<file path="src/logic/fcc_pkg.sv">
// Constants and types for the configuration control block.
// Assumes a 50 MHz ref_clk and 32-bit APB register access.
package fcc_pkg;
   localparam int      CLK_HZ         = 50_000_000;
   localparam int      POR_TIMEOUT_MS = 100;
   localparam longint  POR_CYCLES_L   = longint'(POR_TIMEOUT_MS) * CLK_HZ / 1000;
   localparam int      POR_CYCLES     = int'(POR_CYCLES_L);
   localparam int      CONFIGURATION_CLOCK_HALF      = 4;
   localparam int      CONFIRM_TICKS  = 3;
   localparam logic [7:0]  OFS_CTRL   = 8'h00;
   localparam logic [7:0]  OFS_LEN    = 8'h04;
   localparam logic [7:0]  OFS_RBLEN  = 8'h08;
   localparam logic [7:0]  OFS_STATUS = 8'h0c;
   localparam logic [7:0]  OFS_COUNT  = 8'h10;
   localparam int      CTRL_REPROG    = 0;
   localparam int      CTRL_RB_OFF    = 1;
   localparam int      CTRL_RB_ONCE   = 2;
   localparam logic [2:0]  CTRL_RESET  = 3'h1;
   localparam logic [23:0] LEN_RESET   = 24'h000100;
   localparam logic [23:0] RBLEN_RESET = 24'h000800;
   localparam logic [2:0]  MODE_SLAVE  = 3'h7;
   localparam logic [2:0]  MODE_PERIPH = 3'h5;
   localparam int      IN_PWR  = 0;
   localparam int      IN_RST  = 1;
   localparam int      IN_M0   = 2;
   localparam int      IN_M1   = 3;
   localparam int      IN_M2   = 4;
   localparam int      IN_TRIG = 5;
   localparam int      IN_DONE = 6;
   localparam int      IN_CONFIGURATION_CLOCK = 7;
   localparam int      IN_DIN  = 8;
   localparam int      IN_SELA = 9;
   localparam int      IN_SELB = 10;
   localparam int      IN_SELC = 11;
   localparam int      IN_WRN  = 12;
   localparam int      IN_D5   = 13;
   localparam int      IN_W    = 16;
   typedef enum logic [2:0] {
      ST_POR   = 3'b000,
      ST_INIT  = 3'b001,
      ST_LOAD  = 3'b011,
      ST_START = 3'b010,
      ST_USER  = 3'b110,
      ST_PDOWN = 3'b111
   } fcc_state_t;
endpackage

</file>
<file path="src/logic/fcc_config_control.sv">
// Configuration control: power-on wait, mode sampling, loading in
// master, slave and peripheral modes, startup, reprogram, readback.
// Assumes all pins are asynchronous to ref_clk; APB on ref_clk.
//
// Chosen here: the APB register port and the register offsets.
`timescale 1ns/1ns
module fcc_config_control #(
   parameter int POR_CYCLES = fcc_pkg::POR_CYCLES,
   parameter int CONFIGURATION_CLOCK_HALF  = fcc_pkg::CONFIGURATION_CLOCK_HALF
) (
   // Clock and reset
   input  wire logic        ref_clk,
   input  wire logic        rst_n,
   // APB slave
   input  wire logic        psel,
   input  wire logic        penable,
   input  wire logic        pwrite,
   input  wire logic [7:0]  paddr,
   input  wire logic [31:0] pwdata,
   output logic      [31:0] prdata,
   output logic             pready,
   output logic             pslverr,
   // Control pins
   input  wire logic        powerDownN,
   input  wire logic        resetPinN,
   input  wire logic        modeSelectBit0,
   input  wire logic        modeSelectBit1,
   input  wire logic        modeSelectBit2,
   input  wire logic        readbackTrigger,
   output logic             readbackDataN,
   output logic             highWhileConfiguring,
   output logic             lowWhileConfiguring,
   // Open-drain done / reprogram pin
   input  wire logic        doneIn,
   output logic             doneOut,
   output logic             doneOe,
   // Configuration clock pin
   input  wire logic        cfgClkIn,
   output logic             cfgClkOut,
   output logic             cfgClkOe,
   // Data pins
   input  wire logic        serialDataIn,
   output logic             chainDataOut,
   input  wire logic        periphSelectAN,
   input  wire logic        periphSelectBN,
   input  wire logic        periphSelectC,
   input  wire logic        periphWriteStrobeN,
   input  wire logic [2:0]  parDataHi,
   output logic      [15:0] memAddress,
   output logic             readClock,
   // Internal configuration store and fabric
   output logic      [7:0]  cfgByte,
   output logic             cfgByteValid,
   input  wire logic        readbackBit,
   output logic             readbackFetch,
   output logic             storageReset,
   output logic             ioEnable,
   output logic             configured
);

   if (POR_CYCLES < 1 || CONFIGURATION_CLOCK_HALF < 1 || CONFIGURATION_CLOCK_HALF > 255)
      $error("fcc_config_control: bad timing parameter");

   typedef struct packed {
      fcc_pkg::fcc_state_t     state;
      logic [fcc_pkg::IN_W-1:0] sync1;
      logic [fcc_pkg::IN_W-1:0] sync2;
      logic [fcc_pkg::IN_W-1:0] prev;
      logic [31:0] porCnt;
      logic [7:0]  divCnt;
      logic        configuration_clock;
      logic [2:0]  mode;
      logic [1:0]  step;
      logic [23:0] byteCnt;
      logic [2:0]  bitCnt;
      logic [7:0]  shift;
      logic [15:0] addr;
      logic [1:0]  confirm;
      logic        armed;
      logic        rbActive;
      logic        rbUsed;
      logic [23:0] rbCnt;
      logic [2:0]  ctrl;
      logic [23:0] len;
      logic [23:0] rbLen;
      logic [31:0] prdata;
      logic        pready;
      logic        pslverr;
      logic        rbDataN;
      logic        hwc;
      logic        lwc;
      logic        doneOe;
      logic        cclkOe;
      logic        chainOut;
      logic        readClk;
      logic [7:0]  cfgByte;
      logic        cfgValid;
      logic        rbFetch;
      logic        stReset;
      logic        ioEn;
      logic        done;
   } fcc_regs_t;

   localparam fcc_regs_t RST = '{
      state:   fcc_pkg::ST_POR,
      ctrl:    fcc_pkg::CTRL_RESET,
      len:     fcc_pkg::LEN_RESET,
      rbLen:   fcc_pkg::RBLEN_RESET,
      rbDataN: 1'b1,
      hwc:     1'b1,
      doneOe:  1'b1,
      stReset: 1'b1,
      configuration_clock:    1'b1,
      default: '0
   };

   fcc_regs_t r;
   fcc_regs_t next_r;
   logic [fcc_pkg::IN_W-1:0] rawIn;
   logic [fcc_pkg::IN_W-1:0] rise;
   logic [fcc_pkg::IN_W-1:0] fall;
   logic [fcc_pkg::IN_W-1:0] s;

   assign rawIn = {parDataHi, periphWriteStrobeN, periphSelectC,
                   periphSelectBN, periphSelectAN, serialDataIn,
                   cfgClkIn, doneIn, readbackTrigger,
                   modeSelectBit2, modeSelectBit1, modeSelectBit0,
                   resetPinN, powerDownN};
   // Edges only look at the second stage and its delayed copy
   assign s    = r.sync2;
   assign rise = r.sync2 & ~r.prev;
   assign fall = ~r.sync2 & r.prev;

   always_comb begin
      logic        tick;
      logic        slave;
      logic        periph;
      logic        strobes;
      logic        acc;
      logic        gotByte;
      logic [7:0]  newByte;
      logic [31:0] rd;
      tick    = 1'b0;
      slave   = (r.mode == fcc_pkg::MODE_SLAVE);
      periph  = (r.mode == fcc_pkg::MODE_PERIPH);
      strobes = ~s[fcc_pkg::IN_SELA] & ~s[fcc_pkg::IN_SELB] &
                s[fcc_pkg::IN_SELC] & ~s[fcc_pkg::IN_WRN];
      gotByte = 1'b0;
      newByte = r.shift;
      rd      = '0;
      acc     = psel & penable & r.pready;
      next_r  = r;
      next_r.sync1    = rawIn;
      next_r.sync2    = r.sync1;
      next_r.prev     = r.sync2;
      next_r.cfgValid = 1'b0;
      next_r.rbFetch  = 1'b0;

      // Divider, held at zero in peripheral load and power-down, doubles as the sampling oscillator
      if (r.divCnt == 8'(CONFIGURATION_CLOCK_HALF - 1)) begin
         next_r.divCnt = '0;
         next_r.configuration_clock   = ~r.configuration_clock;
         tick          = ~r.configuration_clock;
      end else begin
         next_r.divCnt = r.divCnt + 8'h01;
      end

      // APB: zero-wait, decode in setup, answer in access
      next_r.pready = psel & ~penable;
      if (psel & ~penable) begin
         next_r.pslverr = 1'b0;
         case (paddr)
            fcc_pkg::OFS_CTRL:   rd = {29'h0, r.ctrl};
            fcc_pkg::OFS_LEN:    rd = {8'h0, r.len};
            fcc_pkg::OFS_RBLEN:  rd = {8'h0, r.rbLen};
            fcc_pkg::OFS_STATUS: rd = {23'h0, r.rbUsed, r.rbActive,
                                       r.done, r.mode, r.state};
            fcc_pkg::OFS_COUNT:  rd = {8'h0, r.byteCnt};
            default:             next_r.pslverr = 1'b1;
         endcase
         next_r.prdata = rd;
      end
      if (acc & pwrite) begin
         case (paddr)
            fcc_pkg::OFS_CTRL:  next_r.ctrl  = pwdata[2:0];
            fcc_pkg::OFS_LEN:   next_r.len   = pwdata[23:0];
            fcc_pkg::OFS_RBLEN: next_r.rbLen = pwdata[23:0];
            default: ;
         endcase
      end

      case (r.state)
         fcc_pkg::ST_POR: begin
            next_r.porCnt = r.porCnt + 32'h1;
            if (r.porCnt >= 32'(POR_CYCLES - 1))
               next_r.state = fcc_pkg::ST_INIT;
         end
         fcc_pkg::ST_INIT: begin
            next_r.byteCnt = '0;
            next_r.bitCnt  = '0;
            next_r.addr    = '0;
            next_r.rbUsed  = 1'b0;
            next_r.done    = 1'b0;
            next_r.ioEn    = 1'b0;
            next_r.stReset = 1'b1;
            next_r.doneOe  = 1'b1;
            if (s[fcc_pkg::IN_RST]) begin
               next_r.mode  = s[fcc_pkg::IN_M2:fcc_pkg::IN_M0];
               next_r.state = fcc_pkg::ST_LOAD;
            end
         end
         fcc_pkg::ST_LOAD: begin
            if (slave) begin
               if (rise[fcc_pkg::IN_CONFIGURATION_CLOCK]) begin
                  newByte = {r.shift[6:0], s[fcc_pkg::IN_DIN]};
                  next_r.chainOut = r.shift[7];
                  next_r.shift  = newByte;
                  next_r.bitCnt = r.bitCnt + 3'h1;
                  gotByte       = (r.bitCnt == 3'h7);
               end
            end else if (periph) begin
               if (strobes & ~r.armed) begin
                  next_r.armed    = 1'b1;
                  next_r.configuration_clock     = 1'b0;
                  next_r.chainOut = r.shift[7];
               end else if (~strobes & r.armed) begin
                  newByte = {r.shift[6:0], s[fcc_pkg::IN_DIN]};
                  next_r.armed  = 1'b0;
                  next_r.configuration_clock   = 1'b1;
                  next_r.shift  = newByte;
                  next_r.bitCnt = r.bitCnt + 3'h1;
                  gotByte       = (r.bitCnt == 3'h7);
               end
               next_r.divCnt = '0;
            end else if (tick) begin
               newByte = {s[fcc_pkg::IN_D5+2:fcc_pkg::IN_D5],
                          s[fcc_pkg::IN_SELA], s[fcc_pkg::IN_SELB],
                          s[fcc_pkg::IN_SELC], s[fcc_pkg::IN_WRN],
                          s[fcc_pkg::IN_DIN]};
               next_r.shift    = newByte;
               next_r.chainOut = newByte[0];
               next_r.addr     = r.addr + 16'h1;
               gotByte         = 1'b1;
            end
            if (gotByte) begin
               next_r.cfgByte  = newByte;
               next_r.cfgValid = 1'b1;
               next_r.byteCnt  = r.byteCnt + 24'h1;
               if (r.byteCnt + 24'h1 >= r.len) begin
                  next_r.state = fcc_pkg::ST_START;
                  next_r.step  = '0;
               end
            end
            if (~s[fcc_pkg::IN_RST])
               next_r.state = fcc_pkg::ST_INIT;
         end
         fcc_pkg::ST_START: begin
            // Storage reset, then outputs, then done on the next divider tick
            case (r.step)
               2'h0: begin
                  next_r.stReset = 1'b1;
                  next_r.step    = 2'h1;
               end
               2'h1: begin
                  next_r.stReset = 1'b0;
                  next_r.ioEn    = 1'b1;
                  next_r.step    = 2'h2;
               end
               default: begin
                  if (tick) begin
                     next_r.doneOe = 1'b0;
                     next_r.done   = 1'b1;
                     next_r.armed  = 1'b0;
                     next_r.state  = fcc_pkg::ST_USER;
                  end
               end
            endcase
            if (~s[fcc_pkg::IN_RST] & ~r.done)
               next_r.state = fcc_pkg::ST_INIT;
         end
         fcc_pkg::ST_USER: begin
            next_r.stReset = ~s[fcc_pkg::IN_RST];
            // falling edge must stay low for three ticks
            if (s[fcc_pkg::IN_DONE]) begin
               next_r.armed   = 1'b1;
               next_r.confirm = '0;
            end else if (r.armed & tick) begin
               next_r.confirm = r.confirm + 2'h1;
               if (r.confirm == 2'(fcc_pkg::CONFIRM_TICKS - 1)) begin
                  next_r.armed   = 1'b0;
                  next_r.confirm = '0;
                  if (r.ctrl[fcc_pkg::CTRL_REPROG]) begin
                     next_r.ioEn   = 1'b0;
                     next_r.doneOe = 1'b1;
                     next_r.done   = 1'b0;
                     next_r.state  = fcc_pkg::ST_INIT;
                  end
               end
            end
            if (rise[fcc_pkg::IN_TRIG] & ~r.rbActive &
                ~r.ctrl[fcc_pkg::CTRL_RB_OFF] &
                ~(r.ctrl[fcc_pkg::CTRL_RB_ONCE] & r.rbUsed)) begin
               next_r.rbActive = 1'b1;
               next_r.rbUsed   = 1'b1;
               next_r.rbCnt    = '0;
            end
            if (r.rbActive & rise[fcc_pkg::IN_CONFIGURATION_CLOCK]) begin
               next_r.rbDataN = ~readbackBit;
               next_r.rbFetch = 1'b1;
               next_r.rbCnt   = r.rbCnt + 24'h1;
               if (r.rbCnt + 24'h1 >= r.rbLen)
                  next_r.rbActive = 1'b0;
            end
            if (~r.rbActive)
               next_r.rbDataN = 1'b1;
         end
         fcc_pkg::ST_PDOWN: begin
            next_r.ioEn    = 1'b0;
            next_r.stReset = 1'b1;
            next_r.doneOe  = 1'b0;
            next_r.rbActive = 1'b0;
            next_r.rbDataN  = 1'b1;
            next_r.divCnt   = '0;
            next_r.configuration_clock     = 1'b1;
            if (s[fcc_pkg::IN_PWR]) begin
               next_r.doneOe = 1'b1;
               next_r.step   = '0;
               next_r.state  = r.done ? fcc_pkg::ST_START : fcc_pkg::ST_INIT;
               next_r.done   = 1'b0;
            end
         end
         default: next_r.state = fcc_pkg::ST_POR;
      endcase

      // Configuration kept; outputs off, storage reset and done pin released while powered down; APB still answers
      if (~s[fcc_pkg::IN_PWR] & (r.state != fcc_pkg::ST_POR) &
          (r.state != fcc_pkg::ST_PDOWN)) begin
         next_r.state    = fcc_pkg::ST_PDOWN;
         next_r.ioEn     = 1'b0;
         next_r.stReset  = 1'b1;
         next_r.doneOe   = 1'b0;
         next_r.cfgValid = 1'b0;
      end

      next_r.hwc = ~next_r.done;
      next_r.lwc = next_r.done;
      next_r.cclkOe = (next_r.state == fcc_pkg::ST_LOAD) &
                      (next_r.mode != fcc_pkg::MODE_SLAVE);
      // Read clock only toggles while a master load runs
      next_r.readClk = (next_r.state == fcc_pkg::ST_LOAD) &
                       ~slave & ~periph & next_r.configuration_clock;
   end

   always_ff @(posedge ref_clk) begin
      if (!rst_n)
         r <= RST;
      else
         r <= next_r;
   end

   assign prdata               = r.prdata;
   assign pready               = r.pready;
   assign pslverr              = r.pslverr;
   assign readbackDataN        = r.rbDataN;
   assign highWhileConfiguring = r.hwc;
   assign lowWhileConfiguring  = r.lwc;
   assign doneOut              = 1'b0;
   assign doneOe               = r.doneOe;
   assign cfgClkOut            = r.configuration_clock;
   assign cfgClkOe             = r.cclkOe;
   assign chainDataOut         = r.chainOut;
   assign memAddress           = r.addr;
   assign readClock            = r.readClk;
   assign cfgByte              = r.cfgByte;
   assign cfgByteValid         = r.cfgValid;
   assign readbackFetch        = r.rbFetch;
   assign storageReset         = r.stReset;
   assign ioEnable             = r.ioEn;
   assign configured           = r.done;

endmodule

</file>
<file path="config.mk">
export PLATFORM = sky130hd
export DESIGN_NAME = fcc_config_control
export DESIGN_NICKNAME = d
export VERILOG_FILES = /design/src/logic/fcc_pkg.sv /design/src/logic/fcc_config_control.sv
export SDC_FILE = /design/constraint.sdc
export NUM_CORES = 1
export LEC_CHECK = 0
export BUFFER_PORTS_ARGS = -buffer_cell sky130_fd_sc_hd__buf_2
export CAP_MARGIN = 20
export CORE_ASPECT_RATIO = 1.4
export CORE_MARGIN = 8
export CORE_UTILIZATION = 35
export CTS_CLUSTER_DIAMETER = 150
export DETAILED_ROUTE_END_ITERATION = 10
export GPL_TIMING_DRIVEN = 0
export SKIP_LAST_GASP = 1
export SLEW_MARGIN = 0
export SYNTH_ARGS = -nofsm -noshare
export SYNTH_HDL_FRONTEND = slang
export SYNTH_SLANG_ARGS = --single-unit
</file>
<file path="constraint.sdc">
create_clock -name ref_clk -period 5.2 [get_ports ref_clk]
set_input_delay 0.78 -clock ref_clk [delete_from_list [all_inputs] [get_ports ref_clk]]
set_output_delay 0.78 -clock ref_clk [all_outputs]
set_load 0.02 [all_outputs]
</file>
==> reports/results.ini <==
[setup_path]
critical-path-slowest-cell = nor3_1
cp_data_arrival_time_ns = 4.19
crit_fanout = 8
r2r_setup_slack_ns = 1.48
worstPathCellList = clkbuf_1 > and3_1 > nand4_1 > nor3_1 > and3_1 > xor2_1 > ha_1 > nand4_1 > nor2_1 > a221oi_1 > nand4_1 > a21oi_1
reg2reg_from = r[172]$_SDFFE_PN0P_
timing.rr.end = cfgClkOe$_SDFF_PN0_
crit_type = register to register
cpPeakStageDelay_ns = 0.41
r2r_cells = 12
crit_path_start_kind = register
crit_top_cell = nand4_1
required_ns = 5.67
cp-end-kind = register

[synthesis]
synthCells = 1560
synth-compound-area-share = 0.146
ys_top_cells_by_area = dfxtp_1, ha_1, nor2_1, mux2i_1, buf_4
synth_commonest_cells = dfxtp_1, nor2_1, nand2_1, o21ai_0, nand3_1
yosysWarnings = 0
ys_seq_elements = 259
synth_area_leader_cell = dfxtp_1
synth_xor_area_frac = 0.0583
synth_flop_cell = dfxtp_1
syn_avg_cell_area_um2 = 8.57
seq_area_frac_synth = 0.388
yosysTopAreaCellShare = 0.388
synthSimpleGateAreaFrac = 0.226
yosysMostFrequentCell = dfxtp_1
async_reset_ff_frac = 0
synth_top_family_by_area = simple AND/OR/NAND/NOR gates
synth.distinct_cells = 83
synth-edff-count = 0
yosys-mux-area-fraction = 0.0447
synth_area_mm2 = 0.0134
synth_adder_area_share = 0.0543

[sta]
hold-worst-slack_ns = 0.429
hold_viol = 0
tns_ns = 0
fin_skew_ns = 0.0133
maxSlewViolCount = 0
max_freq_mhz = 269
rsz0062_at_grt = false
relSlewSlack = 0.447
period_minus_slack_ns = 3.72
worstMarginPinSlew_ns = 0.829
finalCritPeriodShare = 0.715
finalSetupViolations = 0

[detailed_routing]
dr.pass1.iters = 8
drc = 0
drt_iter0_markers = 811
drt-total-wl_um = 39900
drt-wirelength-per-cell_um = 18.1
vias_per_cell = 5.32
vias = 11700
ant_nets = 0

[global_route]
first_global_vias = 11600
grt.total_usage = 0.173
grt_pass1_wl_um = 62300
grt_overflow = 0
antenna_found_initial = 0
grt_max_degree = 15

[clock_network]
cts-root-buf = clkbuf_16
cts_tree = built
post-cts-setup-buffer-count = 0
hold_buffers = 0
clkSlewWorstSetupHoldPaths_ns = 0.06
ctsHtreeMaxLevel = 1
clock_sinks = 259
cts_made_buffers = 27
postCtsResizedCells = 0
cts_max_path_buffers = 3
clock_latency_ns = 0.56

[hold_path]
hp-start = powerDownN
hold_end = next_r[247]$_SDFF_PN0_
whs_path_depth = 2
hp-class = primary input to register

[die]
dieArea_mm2 = 0.0448
fp-row-count = 84
io_pins = 134
core-area_mm2 = 0.0376
initial_core_util = 0.355
die_y_um = 247
fp.dieW_um = 181

[final_layout]
final_nets = 1832
fillers = 3886
syn_to_final_growth_pct = 15.5
drive_gt1_frac = 0.155
final_util = 0.410
diodes = 0
final_cell_area_mm2 = 0.0154

[place]
port_buffers = 115
place.gp.congestion = 0.922
dpl_cell_area_mm2 = 0.0146
dp_hpwl_um = 30900

[status]
outcome = finished, final reports clean

[flow_run]
drv_cap = 0

[power_and_ir_drop]
p_leak_uw = 0.00608
total_power_uw = 4230
power_density_mw_per_mm2 = 274
ir_worst_vdd_uv = 224

## metrics by stage
stage                     std cells  setup slack (ns)
after floorplan                1568              2.26
after global placement         2156              1.62
after detailed placement       2156              1.57
after CTS                      2206              1.53
after global routing           2206              1.23
final                          2206              1.48
## cell families after synthesis
| kind of cell | count (synthesis) |
|---|---|
| compound gates | 288 |
| buf+inv | 209 |
| simple gates | 597 |
| mux | 59 |
| xor+xnor | 89 |
| flops | 259 |
| other cells | 1 |
| fa+ha+maj | 58 |
## final cells by class
type | instances | area [µm²] | share of cell area
buffer | 144 | 858 | 0.0556
timing repair buffer | 115 | 576 | 0.0373
sequential | 259 | 5180 | 0.336
inverter | 65 | 244 | 0.0158
multi-input combinational | 1100 | 7100 | 0.460
clock inverter | 14 | 110 | 0.00714
tap | 473 | 592 | 0.0384
clock buffer | 36 | 759 | 0.0492
## metal layers
layer  up-vias  share of wire  GRT usage
li1       5742              -          -
met1      5583           0.42      0.200
met2       334           0.50      0.317
met3        79          0.048     0.0241
met4         0          0.037     0.0732
met5         -              0          0
## worst max path at each step
stage | depth (start not counted) | startpoint | slack, ns | to
2_1_floorplan | 12 | r[105]$_SDFFE_PN0P_ | 2.26 | r[130]$_SDFFE_PN0N_
3_5_place_dp | 12 | r[172]$_SDFFE_PN0P_ | 1.57 | cfgClkOe$_SDFF_PN0_
5_1_grt | 11 | r[105]$_SDFFE_PN0P_ | 1.23 | r[130]$_SDFFE_PN0N_
3_3_place_gp | 12 | r[161]$_SDFFE_PN0P_ | 1.62 | cfgClkOe$_SDFF_PN0_
6_report | 12 | r[172]$_SDFFE_PN0P_ | 1.48 | cfgClkOe$_SDFF_PN0_
4_1_cts | 12 | r[172]$_SDFFE_PN0P_ | 1.53 | cfgClkOe$_SDFF_PN0_
## power by group
group / switching (µW) / internal (µW)
registers: 22.0 / 2010
logic: 200 / 86.9
clock network: 834 / 1080
## flip-flops by register name, summed over array words and instances (netlist names), 8 cells and up
signal	flops
r	165
next_r	16
cfgByte	8
memAddress	16
s	16
prdata	24
## layout by cell type, fill, tap and decap left out, types with 9 or more instances in the layout
cell,instances
mux2i_1,54
a22o_1,12
nand2b_1,13
nor2_1,186
dfxtp_1,259
o21ai_0,69
a21oi_1,65
conb_1,9
xnor2_1,40
buf_2,131
ha_1,58
or3_1,15
a22oi_1,10
a221oi_1,11
o211ai_1,9
nor2b_1,15
clkbuf_1,60
and3_1,22
clkbuf_16,27
and2_1,52
nand2_1,106
nand4_1,35
buf_4,62
nand3_1,68
nor3_1,26
a311oi_1,11
and4_1,10
o22ai_1,9
a222oi_1,15
a2bb2oi_1,15
inv_1,64
xor2_1,49
a31oi_1,14
## critical path, delay by kind of cell, from the launching register on
kind / cells / cell delay, ns
compound gates: 2 / 0.62
xor+xnor: 1 / 0.21
fa+ha+maj: 1 / 0.29
buf+inv: 1 / 0.34
flops: 1 / 0.30
simple gates: 7 / 1.86
Power figures use the tool's default switching activity.
